[src/rtl/adcsc_pkg.sv]
// Package for the converter sample and conversion control block.
// Assumes a 32-bit AHB-Lite register bus and one system clock.
package adcsc_pkg;
  localparam logic [31:0] ADCSC_CTRL_ADDR = 32'h0000_0000;
  localparam logic [31:0] ADCSC_SCAN_ADDR = 32'h0000_0004;
  localparam logic [31:0] ADCSC_TIME_ADDR = 32'h0000_0008;
  localparam logic [31:0] ADCSC_OPA_ADDR = 32'h0000_000C;
  localparam int ADCSC_ADDR_MSB = 3;
  localparam int ADCSC_ADDR_LSB = 2;
  localparam int ADCSC_POS_DONE = 0;
  localparam int ADCSC_POS_SAMPLE_CONTROL = 1;
  localparam int ADCSC_POS_AUTO_SAMPLE = 2;
  localparam int ADCSC_POS_SIM = 3;
  localparam int ADCSC_POS_GRP = 4;
  localparam int ADCSC_POS_SEL_LO = 5;
  localparam int ADCSC_POS_SEL_HI = 7;
  localparam int ADCSC_POS_CHPS_LO = 8;
  localparam int ADCSC_POS_CHPS_HI = 9;
  localparam int ADCSC_POS_B12 = 10;
  localparam logic [2:0] ADCSC_SEL_0 = 3'h0;
  localparam logic [2:0] ADCSC_SEL_1 = 3'h1;
  localparam logic [2:0] ADCSC_SEL_2 = 3'h2;
  localparam logic [2:0] ADCSC_SEL_3 = 3'h3;
  localparam logic [2:0] ADCSC_SEL_4 = 3'h4;
  localparam logic [2:0] ADCSC_SEL_6 = 3'h6;
  localparam logic [2:0] ADCSC_SEL_7 = 3'h7;
  localparam logic [1:0] ADCSC_CHPS_ONE = 2'h0;
  localparam logic [1:0] ADCSC_CHPS_TWO = 2'h1;
  localparam logic [7:0] ADCSC_SAMPLE_CONTROL_TIME_RST = 8'h03;
  localparam logic [7:0] ADCSC_CONV_TIME = 8'h0E;
  localparam logic [1:0] ADCSC_SCAN_PINS = 2'h1;
  localparam logic [1:0] ADCSC_HTRANS_NONSEQ = 2'h2;
  localparam logic [2:0] ADCSC_HSIZE_WORD = 3'h2;
  typedef enum logic [1:0] {
    ADCSC_IDLE = 2'b00,
    ADCSC_SAMPLE = 2'b01,
    ADCSC_CONVERT = 2'b11
  } adcsc_state_t;
  typedef struct packed {
    logic [2:0] sel;
    logic grp;
    logic sim;
    logic auto_sample;
    logic sample_control;
    logic done;
    logic [1:0] chps;
    logic b12;
  } adcsc_ctrl_t;
  typedef struct packed {
    logic pwm1;
    logic pwm2;
    logic pwm3;
    logic pwm_sev;
    logic tmr3;
    logic tmr5;
    logic charge_time_unit;
    logic ext0;
  } adcsc_trig_t;
  typedef struct packed {
    logic sample;
    logic start;
    logic [3:0] ch_mask;
    logic sim_en;
    logic [1:0] scan_sel;
    logic [1:0] use_opamp;
    logic [1:0] use_low_reference_voltage;
  } adcsc_analog_t;
endpackage

[src/rtl/adcsc_sync.sv]
// Trigger synchroniser with rising-edge detect per trigger line.
// Assumes trigger inputs may be asynchronous to hclk.
`timescale 1ns/1ns
module adcsc_sync
  import adcsc_pkg::*;
(
  input wire logic hclk,
  input wire logic hresetn,
  input wire adcsc_trig_t trig_in,
  output adcsc_trig_t trig_rise
);
  typedef struct packed {
    adcsc_trig_t s1;
    adcsc_trig_t s2;
    adcsc_trig_t s3;
    adcsc_trig_t rise;
  } adcsc_sync_st_t;
  adcsc_sync_st_t st_q;
  adcsc_sync_st_t st_d;
  always_comb begin
    st_d = st_q;
    st_d.s1 = trig_in;
    st_d.s2 = st_q.s1;
    st_d.s3 = st_q.s2;
    st_d.rise = st_q.s2 & ~st_q.s3; // [RULE_23]
  end
  always_ff @(posedge hclk or negedge hresetn) begin
    if (!hresetn) begin
      st_q <= '0;
    end else begin
      st_q <= st_d;
    end
  end
  assign trig_rise = st_q.rise;
endmodule

[src/rtl/adcsc_top.sv]
// Sample and conversion control for the converter, with AHB-Lite registers.
// Assumes a single-slave AHB-Lite bus on hclk and an analog core
// that follows the sample and start outputs.
`timescale 1ns/1ns
// Operation
// [RULE_01] Group 1: codes 0-2 pick PWM generators 1-3 trigger; others reserved.
// [RULE_02] Group 0 code 7: internal counter ends sampling (auto-convert).
// [RULE_03] Group 0 code 6: charge-time unit event ends sampling.
// [RULE_04] Group 0 code 4 uses timer 5, code 2 timer 3 compare.
// [RULE_05] Group 0 code 3: PWM special event trigger ends sampling.
// [RULE_06] Group 0 code 1: external interrupt pin 0 edge ends sampling.
// [RULE_07] Manual mode: software writing sample control 0 starts conversion.
// [RULE_08] Non-manual modes: hardware clears sample control on trigger.
// [RULE_09] Simultaneous sample only acts for channel count 01 or 1x.
// [RULE_10] Simultaneous: four channels for 1x, two channels for 01.
// [RULE_11] Without simultaneous: channels sampled one after another.
// [RULE_12] In twelve-bit mode simultaneous bit reads zero.
// [RULE_13] Auto-sample sets sample control after conversion; else software sets it.
// [RULE_14] Sample control 1 means sampling, 0 means holding.
// [RULE_15] Done set at conversion end; zero before and during conversion.
// [RULE_16] Software clears done by writing 0; writing 1 is not allowed.
// [RULE_17] Clearing done does not disturb running sampling or conversion.
// [RULE_18] Done cleared by hardware when a new conversion starts.
// [RULE_19] Software should not clear done while auto-sample is set.
// [RULE_20] Scan bits 1 and 0 include or skip their inputs.
// [RULE_21] Op amp enable routes op amp output instead of the pin.
// [RULE_22] Scan bits all writable; missing pins convert low reference.
// [RULE_23] Hardware triggers are synchronised and edge detected, one per event.
module adcsc_top
  import adcsc_pkg::*;
(
  input wire logic hclk,
  input wire logic hresetn,
  input wire logic hsel,
  input wire logic [31:0] haddr,
  input wire logic [1:0] htrans,
  input wire logic hwrite,
  input wire logic [2:0] hsize,
  input wire logic [31:0] hwdata,
  input wire logic hready,
  output logic [31:0] hrdata,
  output logic hreadyout,
  output logic hresp,
  input wire adcsc_trig_t trig_in,
  output adcsc_analog_t analog_out
);
  typedef struct packed {
    adcsc_ctrl_t ctrl;
    logic [1:0] scan;
    logic [1:0] opa;
    logic [7:0] sample_control_time;
    adcsc_state_t state;
    logic [7:0] cnt;
    logic [1:0] seq;
    logic wr_pend;
    logic [1:0] wr_idx;
    logic [31:0] rdata;
    adcsc_analog_t ana;
  } adcsc_st_t;
  adcsc_st_t st_q;
  adcsc_st_t st_d;
  adcsc_trig_t trig_rise;
  adcsc_sync u_sync (
    .hclk(hclk),
    .hresetn(hresetn),
    .trig_in(trig_in),
    .trig_rise(trig_rise)
  );

  function automatic logic [1:0] adcsc_idx(input logic [31:0] a);
    return a[ADCSC_ADDR_MSB:ADCSC_ADDR_LSB];
  endfunction

  function automatic logic sim_active(input adcsc_ctrl_t c);
    return c.sim && !c.b12 && (c.chps != ADCSC_CHPS_ONE); // [RULE_09] [RULE_12]
  endfunction

  function automatic logic [31:0] ctrl_word(input adcsc_ctrl_t c);
    logic [31:0] w;
    w = '0;
    w[ADCSC_POS_DONE] = c.done;
    w[ADCSC_POS_SAMPLE_CONTROL] = c.sample_control;
    w[ADCSC_POS_AUTO_SAMPLE] = c.auto_sample;
    w[ADCSC_POS_SIM] = c.sim && !c.b12; // [RULE_12]
    w[ADCSC_POS_GRP] = c.grp;
    w[ADCSC_POS_SEL_HI:ADCSC_POS_SEL_LO] = c.sel;
    w[ADCSC_POS_CHPS_HI:ADCSC_POS_CHPS_LO] = c.chps;
    w[ADCSC_POS_B12] = c.b12;
    return w;
  endfunction

  logic [31:0] ctrl_rd;
  assign ctrl_rd = ctrl_word(st_q.ctrl);
  logic addr_ok;
  logic hw_trig;
  logic [1:0] nch;
  assign addr_ok = hsel && hready && htrans == ADCSC_HTRANS_NONSEQ;

  always_comb begin
    hw_trig = 1'b0;
    if (st_q.ctrl.grp) begin
      unique case (st_q.ctrl.sel)
        ADCSC_SEL_0: hw_trig = trig_rise.pwm1; // [RULE_01]
        ADCSC_SEL_1: hw_trig = trig_rise.pwm2; // [RULE_01]
        ADCSC_SEL_2: hw_trig = trig_rise.pwm3; // [RULE_01]
        default: hw_trig = 1'b0;
      endcase
    end else begin
      unique case (st_q.ctrl.sel)
        ADCSC_SEL_1: hw_trig = trig_rise.ext0; // [RULE_06]
        ADCSC_SEL_2: hw_trig = trig_rise.tmr3; // [RULE_04]
        ADCSC_SEL_3: hw_trig = trig_rise.pwm_sev; // [RULE_05]
        ADCSC_SEL_4: hw_trig = trig_rise.tmr5; // [RULE_04]
        ADCSC_SEL_6: hw_trig = trig_rise.charge_time_unit; // [RULE_03]
        ADCSC_SEL_7: hw_trig = st_q.cnt == st_q.sample_control_time; // [RULE_02]
        default: hw_trig = 1'b0;
      endcase
    end
  end

  assign nch = st_q.ctrl.chps[1] ? 2'h3 : st_q.ctrl.chps;

  always_comb begin
    logic manual;
    logic sw_clr_sample_control;
    logic sw_set_sample_control;
    logic start;
    logic [31:0] w;
    manual = 1'b0;
    sw_clr_sample_control = 1'b0;
    sw_set_sample_control = 1'b0;
    start = 1'b0;
    w = hwdata;
    st_d = st_q;
    st_d.ana.start = 1'b0;
    manual = !st_q.ctrl.grp && st_q.ctrl.sel == ADCSC_SEL_0;
    // Data phase of a write
    if (st_q.wr_pend) begin
      unique case (st_q.wr_idx)
        adcsc_idx(ADCSC_CTRL_ADDR): begin
          st_d.ctrl.auto_sample = w[ADCSC_POS_AUTO_SAMPLE];
          st_d.ctrl.sim = w[ADCSC_POS_SIM] && !w[ADCSC_POS_B12]; // [RULE_12]
          st_d.ctrl.grp = w[ADCSC_POS_GRP];
          st_d.ctrl.sel = w[ADCSC_POS_SEL_HI:ADCSC_POS_SEL_LO];
          st_d.ctrl.chps = w[ADCSC_POS_CHPS_HI:ADCSC_POS_CHPS_LO];
          st_d.ctrl.b12 = w[ADCSC_POS_B12];
          if (!w[ADCSC_POS_DONE]) begin
            st_d.ctrl.done = 1'b0; // [RULE_16] [RULE_17]
          end
          sw_set_sample_control = w[ADCSC_POS_SAMPLE_CONTROL] && !st_q.ctrl.sample_control;
          sw_clr_sample_control = !w[ADCSC_POS_SAMPLE_CONTROL] && st_q.ctrl.sample_control && manual; // [RULE_07]
        end
        adcsc_idx(ADCSC_SCAN_ADDR): st_d.scan = w[1:0]; // [RULE_20] [RULE_22]
        adcsc_idx(ADCSC_TIME_ADDR): st_d.sample_control_time = w[7:0];
        adcsc_idx(ADCSC_OPA_ADDR): st_d.opa = w[1:0];
      endcase
    end
    st_d.wr_pend = addr_ok && hwrite;
    st_d.wr_idx = adcsc_idx(haddr);
    if (addr_ok && !hwrite) begin
      unique case (adcsc_idx(haddr))
        adcsc_idx(ADCSC_CTRL_ADDR): st_d.rdata = ctrl_word(st_q.ctrl);
        adcsc_idx(ADCSC_SCAN_ADDR): st_d.rdata = {30'h0000_0000, st_q.scan};
        adcsc_idx(ADCSC_TIME_ADDR): st_d.rdata = {24'h00_0000, st_q.sample_control_time};
        adcsc_idx(ADCSC_OPA_ADDR): st_d.rdata = {30'h0000_0000, st_q.opa};
      endcase
    end
    // Sampling and conversion sequencer
    unique case (st_q.state)
      ADCSC_IDLE: begin
        if (sw_set_sample_control) begin
          st_d.ctrl.sample_control = 1'b1;
          st_d.state = ADCSC_SAMPLE;
          st_d.cnt = '0;
        end
      end
      ADCSC_SAMPLE: begin
        st_d.cnt = st_q.cnt + 8'h01;
        if (sw_clr_sample_control || (!manual && hw_trig)) begin
          start = 1'b1; // [RULE_08]
        end
      end
      ADCSC_CONVERT: begin
        st_d.cnt = st_q.cnt + 8'h01;
        if (st_q.cnt == ADCSC_CONV_TIME) begin
          st_d.cnt = '0;
          if (!sim_active(st_q.ctrl) && st_q.seq != nch) begin
            st_d.seq = st_q.seq + 2'h1; // [RULE_11]
            st_d.ana.start = 1'b1;
          end else begin
            st_d.ctrl.done = 1'b1; // [RULE_15]
            st_d.seq = '0;
            if (st_q.ctrl.auto_sample) begin
              st_d.ctrl.sample_control = 1'b1; // [RULE_13]
              st_d.state = ADCSC_SAMPLE;
            end else begin
              st_d.state = ADCSC_IDLE;
            end
          end
        end
      end
      default: st_d.state = ADCSC_IDLE;
    endcase
    if (start) begin
      st_d.ctrl.sample_control = 1'b0;
      st_d.ctrl.done = 1'b0; // [RULE_18]
      st_d.state = ADCSC_CONVERT;
      st_d.cnt = '0;
      st_d.seq = '0;
      st_d.ana.start = 1'b1;
    end
    st_d.ana.sample = st_d.ctrl.sample_control; // [RULE_14]
    st_d.ana.sim_en = sim_active(st_d.ctrl); // [RULE_10]
    st_d.ana.ch_mask = 4'h0;
    if (sim_active(st_d.ctrl)) begin
      st_d.ana.ch_mask = st_d.ctrl.chps[1] ? 4'hF : 4'h3; // [RULE_10]
    end else begin
      st_d.ana.ch_mask[st_d.seq] = 1'b1; // [RULE_11]
    end
    st_d.ana.scan_sel = st_d.scan; // [RULE_20]
    st_d.ana.use_opamp = st_d.scan & st_d.opa; // [RULE_21]
    st_d.ana.use_low_reference_voltage = st_d.scan & ~ADCSC_SCAN_PINS & ~st_d.opa; // [RULE_22]
  end

  always_ff @(posedge hclk or negedge hresetn) begin
    if (!hresetn) begin
      st_q <= '0;
      st_q.sample_control_time <= ADCSC_SAMPLE_CONTROL_TIME_RST;
    end else begin
      st_q <= st_d;
    end
  end

  assign hrdata = st_q.rdata;
  assign hreadyout = 1'b1;
  assign hresp = 1'b0;
  assign analog_out = st_q.ana;

  sample_hold_a: assert property (@(posedge hclk) disable iff (!hresetn)
    analog_out.sample == st_q.ctrl.sample_control) else $error("sample output differs from control"); // [RULE_14]
  done_clear_a: assert property (@(posedge hclk) disable iff (!hresetn)
    analog_out.start && st_q.state == ADCSC_CONVERT && st_q.seq == 2'h0 |-> !st_q.ctrl.done)
    else $error("done not cleared at conversion start"); // [RULE_18]
  done_set_a: assert property (@(posedge hclk) disable iff (!hresetn)
    $rose(st_q.ctrl.done) |-> $past(st_q.state) == ADCSC_CONVERT) else $error("done set outside conversion"); // [RULE_15]
  sim_ignore_a: assert property (@(posedge hclk) disable iff (!hresetn)
    st_q.ctrl.chps == ADCSC_CHPS_ONE |-> !analog_out.sim_en) else $error("simultaneous active with one channel"); // [RULE_09]
  sim_b12_a: assert property (@(posedge hclk) disable iff (!hresetn)
    st_q.ctrl.b12 |-> !ctrl_rd[ADCSC_POS_SIM]) else $error("sim bit visible in 12-bit mode"); // [RULE_12]
  hw_clear_a: assert property (@(posedge hclk) disable iff (!hresetn)
    st_q.state == ADCSC_SAMPLE && !(st_q.ctrl.grp == 1'b0 && st_q.ctrl.sel == ADCSC_SEL_0) && hw_trig
    |=> !st_q.ctrl.sample_control && st_q.state == ADCSC_CONVERT) else $error("trigger did not end sampling"); // [RULE_08]
  auto_restart_a: assert property (@(posedge hclk) disable iff (!hresetn)
    $rose(st_q.ctrl.done) && st_q.ctrl.auto_sample |-> st_q.ctrl.sample_control) else $error("auto-sample did not restart"); // [RULE_13]
  sim_four_a: assert property (@(posedge hclk) disable iff (!hresetn)
    analog_out.sim_en && st_q.ctrl.chps[1] |-> analog_out.ch_mask == 4'hF) else $error("four-channel mask wrong"); // [RULE_10]
  conv_cov: cover property (@(posedge hclk) disable iff (!hresetn) $rose(st_q.ctrl.done));
  auto_cov: cover property (@(posedge hclk) disable iff (!hresetn) st_q.ctrl.auto_sample && $rose(st_q.ctrl.sample_control));
  sim_cov: cover property (@(posedge hclk) disable iff (!hresetn) analog_out.sim_en && analog_out.start);
endmodule

[config.mk]
export PLATFORM = sky130hd
export DESIGN_NAME = adcsc_top
export DESIGN_NICKNAME = d
export VERILOG_FILES = /design/src/rtl/adcsc_pkg.sv /design/src/rtl/adcsc_sync.sv /design/src/rtl/adcsc_top.sv
export SDC_FILE = /design/constraint.sdc
export NUM_CORES = 1
export LEC_CHECK = 0
export BUFFER_PORTS_ARGS = -buffer_cell sky130_fd_sc_hd__buf_2
export CAP_MARGIN = 5
export CORE_ASPECT_RATIO = 0.9
export CORE_MARGIN = 2
export CORE_UTILIZATION = 42
export CTS_CLUSTER_SIZE = 16
export DETAILED_ROUTE_END_ITERATION = 10
export PLACE_DENSITY = 0.73
export REMOVE_ABC_BUFFERS = 1
export SYNTH_ARGS = -nofsm -noshare
export SYNTH_HDL_FRONTEND = slang
export SYNTH_SLANG_ARGS = --single-unit
[constraint.sdc]
create_clock -name hclk -period 2.8 [get_ports hclk]
set_clock_uncertainty 0.15 [all_clocks]
set_input_delay 0.28 -clock hclk [delete_from_list [all_inputs] [get_ports hclk]]
set_output_delay 0.28 -clock hclk [all_outputs]
set_load 0.01 [all_outputs]
==> results by group, run 1 <==
Logic synthesis
  – Synth Area in Simple Gates: between 10% and 20%
  – Gate Count Post-Synth: roughly 350
  – Top-count cell post-synth: dfrtp_1
  – Post-synth top area share: 53.5%
  – Mean Syn Cell Area: 11.6 µm²
  – Area share of fa/ha/maj cells after synthesis: ~1.8%
  – EDFF count, synth: 0
  – Seq/Total Area, Yosys: 54.8%
  – Largest family of logic cells by synthesized area: simple AND/OR/NAND/NOR gates
  – Commonest cells post-synth: dfrtp_1, buf_4, nand2_1
  – Complex-gate fraction of the synthesized area: under 10%
  – Cell taking the most area after synthesis: dfrtp_1
  – Synth Register Bits: 90
  – Post-synthesis mux area share: 9.00%
  – Main synth FF type: dfrtp_1
  – Async set-reset flop share out of synthesis: 100%
  – Mapped cell area: 4120 µm²
  – Top post-synthesis cells by area: dfrtp_1, buf_4, mux2_2
  – Xor-xnor portion of the synthesized cell area: about 1.7%
  – Synth warnings: 0
  – Netlist cell types: 47

STA
  – Final Hold Viols: 0
  – Slew margin rel.: 45.3%
  – Clock period minus worst slack: 2440 ps
  – Achievable frequency: 410 MHz
  – Period utilisation layout: between 80% and 90%
  – Sum of negative setup slack: 0 ps
  – Max-slew violation count: 0
  – Final setup violation count: 0
  – Setup ws final: 359 ps
  – Worst-Margin Slew: 820 ps
  – RSZ-0062 raised after global routing: false

Power and ir drop
  – Sw Ratio: 30.5%
  – NetSw: 1030 µW
  – Clock Power Share: just over 30%
  – Combinational power share: 22.0%
  – Pwr dens: around 730 nW/µm²
  – Seq pwr share: between 40% and 50%
  – Leakage: about 0.0022 µW
  – Peak supply drop: roughly 430 µV
  – P_int: 2340 µW

Floorplan
  – Die ar.: 10,600 µm²
  – Num rows: 34
  – Die height: 97.9 µm
  – Core footprint: 9610 µm²
  – Die width: around 110 µm
  – Io pins: about 130
  – Starting Density: 42.8%

GRT
  – Global-route wire length before repair: 12,500 µm
  – Initial antenna violation count: 0
  – M2 GR Usage: between 20% and 30%
  – GR met1 Demand/Resource: 19.9%
  – Met3 GRT Util: slightly above 4%
  – Vias in the first global route: 2,592
  – Busiest grt layer: met2
  – Remaining Overflow, GRT: 0
  – GRT Util Overall: 15.1%
  – Largest net degree at the start of global routing: 58

Clocking
  – CTS max path bufs: 2
  – Postcts setup bufs: 0
  – CTS resizes: 0
  – Cts bufs inserted: 9
  – Clk sinks: 90
  – Hold-fix buffers, CTS: 11
  – CTS root buf: clkbuf_8
  – H-tree levels: 3
  – Worst skew pair latency: 360 ps
  – Clk slew on worst S/H paths: 90 ps
  – CTS tree: done

Setup path
  – Reg2reg start: ctrl_rd[6]$_DFFE_PN0P_
  – Setup crit end kind: flip-flop
  – Required time of the critical path: 2950 ps
  – CP max stage cell: dfrtp_1
  – RR Endpoint: st_q[51]$_DFFE_PN0P_
  – Worst-path cell chain: mux2_2 > a31oi_1 > nand3_1 > o211a_1 > o21bai_2 > a22o_1
  – Critical Path Max Stage Delay: 510 ps
  – R2R Setup Slk: 360 ps
  – Worst r2r path cells: 6
  – Crit path max fanout: 10
  – Data arrival, critical path: 2590 ps
  – Crit Path Class: flip-flop to flip-flop
  – Startpoint types: flip-flop

Run
  – Max Cap Violations: 0

Routing
  – Initial DRC Count: 138
  – Drt first pass iters: 4
  – DR WL/cell: 14.3 µm
  – Remaining DRCs: 0
  – ANT nets after route: 0
  – Via density: 4.94
  – Via count: approximately 2.6k
  – WL final: 7490 µm

Placed design
  – DP Worst Slack: a little under 400 ps
  – GPL Wtd Cong: approximately 0.87
  – Port Buffer Count: 50
  – DP Wirelength: 5250 µm

Worst hold path
  – Hold Crit Endpoint: st_q[47]$_DFF_PN0_
  – Hold_sp: htrans[0]
  – Worst hold path class: input pin to flip-flop
  – Worst hold path depth: 3

Cells and area
  – Ant. Diodes: 0
  – Layout cells sized above 1: 24.9%
  – # nets final: 480
  – Filler Cells Inserted: 890
  – Synthesis-to-layout area growth: 11.7%

Outcome
  – Status: complete, no violations
## worst max path at each step
stage | end | slack [ps] | depth (start not counted) | start
4_1_cts | st_q[51]$_DFFE_PN0P_ | 370 | 6 | ctrl_rd[6]$_DFFE_PN0P_
2_1_floorplan | st_q[50]$_DFFE_PN0P_ | 260 | 6 | st_q[46]$_DFF_PN0_
3_3_place_gp | st_q[50]$_DFFE_PN0P_ | 430 | 6 | ctrl_rd[6]$_DFFE_PN0P_
5_1_grt | st_q[51]$_DFFE_PN0P_ | 220 | 6 | ctrl_rd[6]$_DFFE_PN0P_
6_report | st_q[51]$_DFFE_PN0P_ | 360 | 6 | ctrl_rd[6]$_DFFE_PN0P_
3_5_place_dp | st_q[51]$_DFFE_PN0P_ | 390 | 6 | ctrl_rd[6]$_DFFE_PN0P_
## registers in the layout, summed over array words and instances (netlist names)
register	count
hrdata	11
st_q	26
u_sync.trig_rise	8
analog_out	12
u_sync.st_q	8
ctrl_rd	9
u_sync.st_d	16
## power groups by stage
stage	Clock (µW)	Sequential [µW]	Combinational [µW]
after global routing	1080	1640	828
after detailed placement	0	1640	727
after CTS	1040	1610	744
after floorplan	0	1630	459
final	1020	1610	739
after global placement	0	1620	707
## per-stage QoR
stage          cells  util (%)  cell area [µm²]  power [µW]  hold WS [ps]
3_5_place_dp     496      44.2             4250        2360           113
3_3_place_gp     496      44.2             4250        2330           108
2_1_floorplan    317         -             3800        2090          -166
4_1_cts          523      47.8             4600        3400          3.24
6_report         523      47.8             4600        3370          17.1
5_1_grt          523      47.8             4600        3550          7.99
## cells in the final DEF (no fill, tap or decap), types with 3 or more instances in the layout
cell           count
dfrtp_1           88
buf_2             49
conb_1            24
nand2_1           22
mux2_2            20
inv_1             12
nor2b_1           12
o21ai_0           12
nor2_1            11
dlygate4sd3_1     11
mux2i_1           10
a21oi_1           10
clkbuf_8          10
xnor2_1            8
nand3b_1           7
o31ai_1            7
nor3_1             6
nand4_1            6
ha_1               6
nand3_1            5
nand2b_1           5
and2_1             4
o2bb2ai_1          4
a22o_1             4
nor3b_1            3
a21o_1             3
## critical path, delay by kind of cell, from the launching register on
family | cells | cell delay [ps]
AOI/OAI and AO/OA | 4 | 1230
DFF | 1 | 510
muxes | 1 | 390
and+or+nand+nor | 1 | 110
## layer usage
layer / share of wire, % / vias to the layer above
li1: - / 1228
met1: 46 / 1280
met2: 47 / 65
met3: 5.1 / 9
met4: 1.4 / 0
met5: 0 / -
## kinds of logic (layout without fill, tap and decap cells)
group,count (synthesis),count (layout)
AO/OA/AOI/OAI,54,54
XOR/XNOR,8,8
adder cells (fa/ha/maj),6,6
buffers and inverters,71,92
flip-flops,90,90
multiplexers,32,32
other,2,24
AND/OR/NAND/NOR,91,91
## area by class of cell
type / count / area, µm² / share of cell area (%)
sequential: 90 / 2250 / 49.0
multi-input combinational: 215 / 1500 / 32.5
inverter: 12 / 45.0 / 0.980
clock buffer: 10 / 138 / 2.99
timing repair buffer: 64 / 410 / 8.93
clock inverter: 6 / 96.3 / 2.10
tap: 126 / 158 / 3.43
Power figures use the tool's default switching activity.
==> run 2: changes to the inputs <==
--- a/config.mk
+++ b/config.mk
@@ -5,15 +5,16 @@
 export SDC_FILE = /design/constraint.sdc
 export NUM_CORES = 1
 export LEC_CHECK = 0
-export BUFFER_PORTS_ARGS = -buffer_cell sky130_fd_sc_hd__buf_2
 export CAP_MARGIN = 5
 export CORE_ASPECT_RATIO = 0.9
 export CORE_MARGIN = 2
 export CORE_UTILIZATION = 42
-export CTS_CLUSTER_SIZE = 16
+export CTS_CLUSTER_SIZE = 40
 export DETAILED_ROUTE_END_ITERATION = 10
-export PLACE_DENSITY = 0.73
+export DONT_BUFFER_PORTS = 1
+export PLACE_DENSITY = 0.61
 export REMOVE_ABC_BUFFERS = 1
+export SETUP_SLACK_MARGIN = 0.02
 export SYNTH_ARGS = -nofsm -noshare
 export SYNTH_HDL_FRONTEND = slang
 export SYNTH_SLANG_ARGS = --single-unit
==> results by group, run 2 (synthesized netlist as in run 1, its figures left out) <==
Outcome
  – Status: complete, no violations

GRT
  – Remaining Overflow, GRT: 0 (unchanged)
  – Global-route wire length before repair: 13,000 µm (+4.1%)
  – Largest net degree at the start of global routing: 91 (+57%)
  – Initial antenna violation count: 0 (unchanged)
  – GRT Util Overall: 16.0% (+0.92 points)
  – Vias in the first global route: 2,438 (-5.9%)

Placed design
  – Placed insts: 446 (-10%)
  – DP Wirelength: 5060 µm (-3.5%)
  – Port Buffer Count: 0 (-100%)
  – GPL Wtd Cong: 0.801 (-7.9%)

Setup path
  – Required time of the critical path: 2960 ps (about the same)
  – Reg2reg start: ctrl_rd[6]$_DFFE_PN0P_
  – Critical Path Start: ctrl_rd[6]$_DFFE_PN0P_
  – Crit Path Class: flip-flop to flip-flop
  – CP endpoint: st_q[51]$_DFFE_PN0P_
  – Worst r2r path cells: 6 (unchanged)
  – RR Endpoint: st_q[51]$_DFFE_PN0P_
  – R2R Setup Slk: 380 ps (+20 ps)
  – Data arrival, critical path: 2580 ps (about the same)
  – Crit path max fanout: 10 (unchanged)
  – Setup crit end kind: flip-flop
  – Startpoint types: flip-flop

Clocking
  – CTS root buf: clkbuf_8
  – H-tree levels: 3 (unchanged)
  – CTS max path bufs: 2 (unchanged)
  – CTS resizes: 0 (unchanged)
  – CTS tree: done
  – Worst skew pair latency: 370 ps (about the same)
  – Clk slew on worst S/H paths: 100 ps (about the same)
  – Clk sinks: 90 (unchanged)
  – Cts bufs inserted: 9 (unchanged)
  – Postcts setup bufs: 0 (unchanged)

Power and ir drop
  – NetSw: 1070 µW (+4.6%)
  – P_int: 2110 µW (-9.7%)
  – Pwr dens: 716 nW/µm² (-2.3%)
  – Combinational power share: 19.8% (-2.2 points)
  – Sw Ratio: 33.7% (+3.2 points)
  – Leakage: 0.00201 µW (-7.6%)
  – Seq pwr share: 52.0% (+4.1 points)
  – Clock Power Share: 28.1% (-2.1 points)
  – Peak supply drop: 311 µV (-28%)

Floorplan
  – Io pins: 129 (unchanged)
  – Core footprint: 9610 µm² (unchanged)
  – Die width: 108 µm (unchanged)
  – Die ar.: 10,600 µm² (unchanged)
  – Die height: 97.9 µm (unchanged)
  – Num rows: 34 (unchanged)
  – Starting Density: 42.8% (unchanged)

Cells and area
  – Layout cells sized above 1: 14.1% (-11 points)
  – # nets final: 444 (-7.5%)
  – Most frequent cells in the layout: dfrtp_1, conb_1, dlygate4sd3_1, nand2_1, mux2_2
  – Synthesis-to-layout area growth: 8.21%
  – Ant. Diodes: 0 (unchanged)
  – Commonest non-fill, non-tap cell in the layout: dfrtp_1
  – Layout Cells excl Fill: 487 (-6.9%)
  – Largest Register: st_q
  – Max FFs per register: 26 (unchanged)

Routing
  – Initial DRC Count: 135 (-2.2%)
  – ANT nets after route: 0 (unchanged)
  – WL final: 7730 µm (+3.1%)
  – Remaining DRCs: 0 (unchanged)
  – Via count: 2,462 (-4.6%)
  – DR WL/cell: 15.9 µm (+11%)
  – Drt first pass iters: 4 (unchanged)
  – Via density: 5.06 (+2.4%)

STA
  – Period utilisation layout: 86.5% (-0.64 points)
  – Achievable frequency: 413 MHz (+0.74%)
  – Slew margin rel.: 45.1% (-0.21 points)
  – RSZ-0062 raised after global routing: false
  – Sum of negative setup slack: 0 ps (unchanged)
  – Clock period minus worst slack: 2420 ps (-18.0 ps)
  – Max-slew violation count: 0 (unchanged)
  – Worst-Margin Slew: 823 ps (+3.15 ps)
  – Final Hold Viols: 0 (unchanged)
  – Final setup violation count: 0 (unchanged)

Run
  – Max Cap Violations: 0 (unchanged)

Worst hold path
  – Worst hold path class: input pin to flip-flop
-- run 2: layout make-up --
| cell class | count | area (µm²) |
|---|---|---|
| Clock inverter | 7 | 81.3 |
| Tap cell | 126 | 158 |
| Clock buffer | 9 | 124 |
| Fill cell | 901 | 5160 |
| Multi-Input combinational cell | 215 | 1500 |
| Inverter | 12 | 45.0 |
| Timing Repair Buffer | 28 | 290 |
| Sequential cell | 90 | 2250 |
-- run 2: worst min-delay path by stage --
| stage | startpoint | end | slack, ps | cells past startpoint |
|---|---|---|---|---|
| after CTS | haddr[3] | hrdata[2]$_DFFE_PN0P_ | 10 | 2 |
| after detailed placement | hresetn | u_sync.st_q[13]$_DFF_PN0_ | -160 | 0 |
| after floorplan | hresetn | analog_out[10]$_DFF_PN0_ | -170 | 0 |
| after global placement | hresetn | u_sync.st_q[13]$_DFF_PN0_ | -160 | 0 |
| final | haddr[3] | hrdata[2]$_DFFE_PN0P_ | 20 | 2 |
| after global routing | haddr[3] | hrdata[2]$_DFFE_PN0P_ | 40 | 2 |
-- run 2: metal layers --
layer / track usage [%] / part of all wire (%) / vias up
met4: 5.42 / 1.5 / 0
met3: 4.47 / 4.5 / 9
met5: 0 / 0 / -
li1: - / - / 1155
met2: 23.2 / 45 / 64
met1: 23.2 / 49 / 1234
-- run 2: power groups by stage --
stage / logic (µW) / registers (µW) / clock network (µW)
after floorplan: 459 / 1630 / 0
after global placement: 558 / 1680 / 0
after detailed placement: 569 / 1680 / 0
after CTS: 635 / 1660 / 930
after global routing: 723 / 1690 / 984
final: 632 / 1660 / 897
-- run 2: worst max-delay path, stage by stage (launching register included) --
cell and delay (ps):
dfrtp_1 520, mux2_2 380, a31oi_1 230, nand3_1 100, o211a_1 380, o21bai_2 390
a22o_1 210
-- run 2: what timing repair did --
item,in CTS,in global routing
hold endpoints to repair,134,0
endpoints found under the setup margin,0,0
hold buffers,25,0
-- run 2: per-stage QoR --
stage / cell area, µm² / power (µW) / hold WS [ps] / worst slack, ps / utilization [%]
global placement: 3980 / 2240 / -159 / 417 / 41.4
global route: 4450 / 3390 / 42.8 / 210 / 46.3
detailed placement: 3980 / 2250 / -159 / 390 / 41.4
finish: 4450 / 3190 / 17.2 / 377 / 46.3
floorplan: 3800 / 2090 / -166 / 260 / -
CTS: 4450 / 3220 / 9.91 / 379 / 46.3
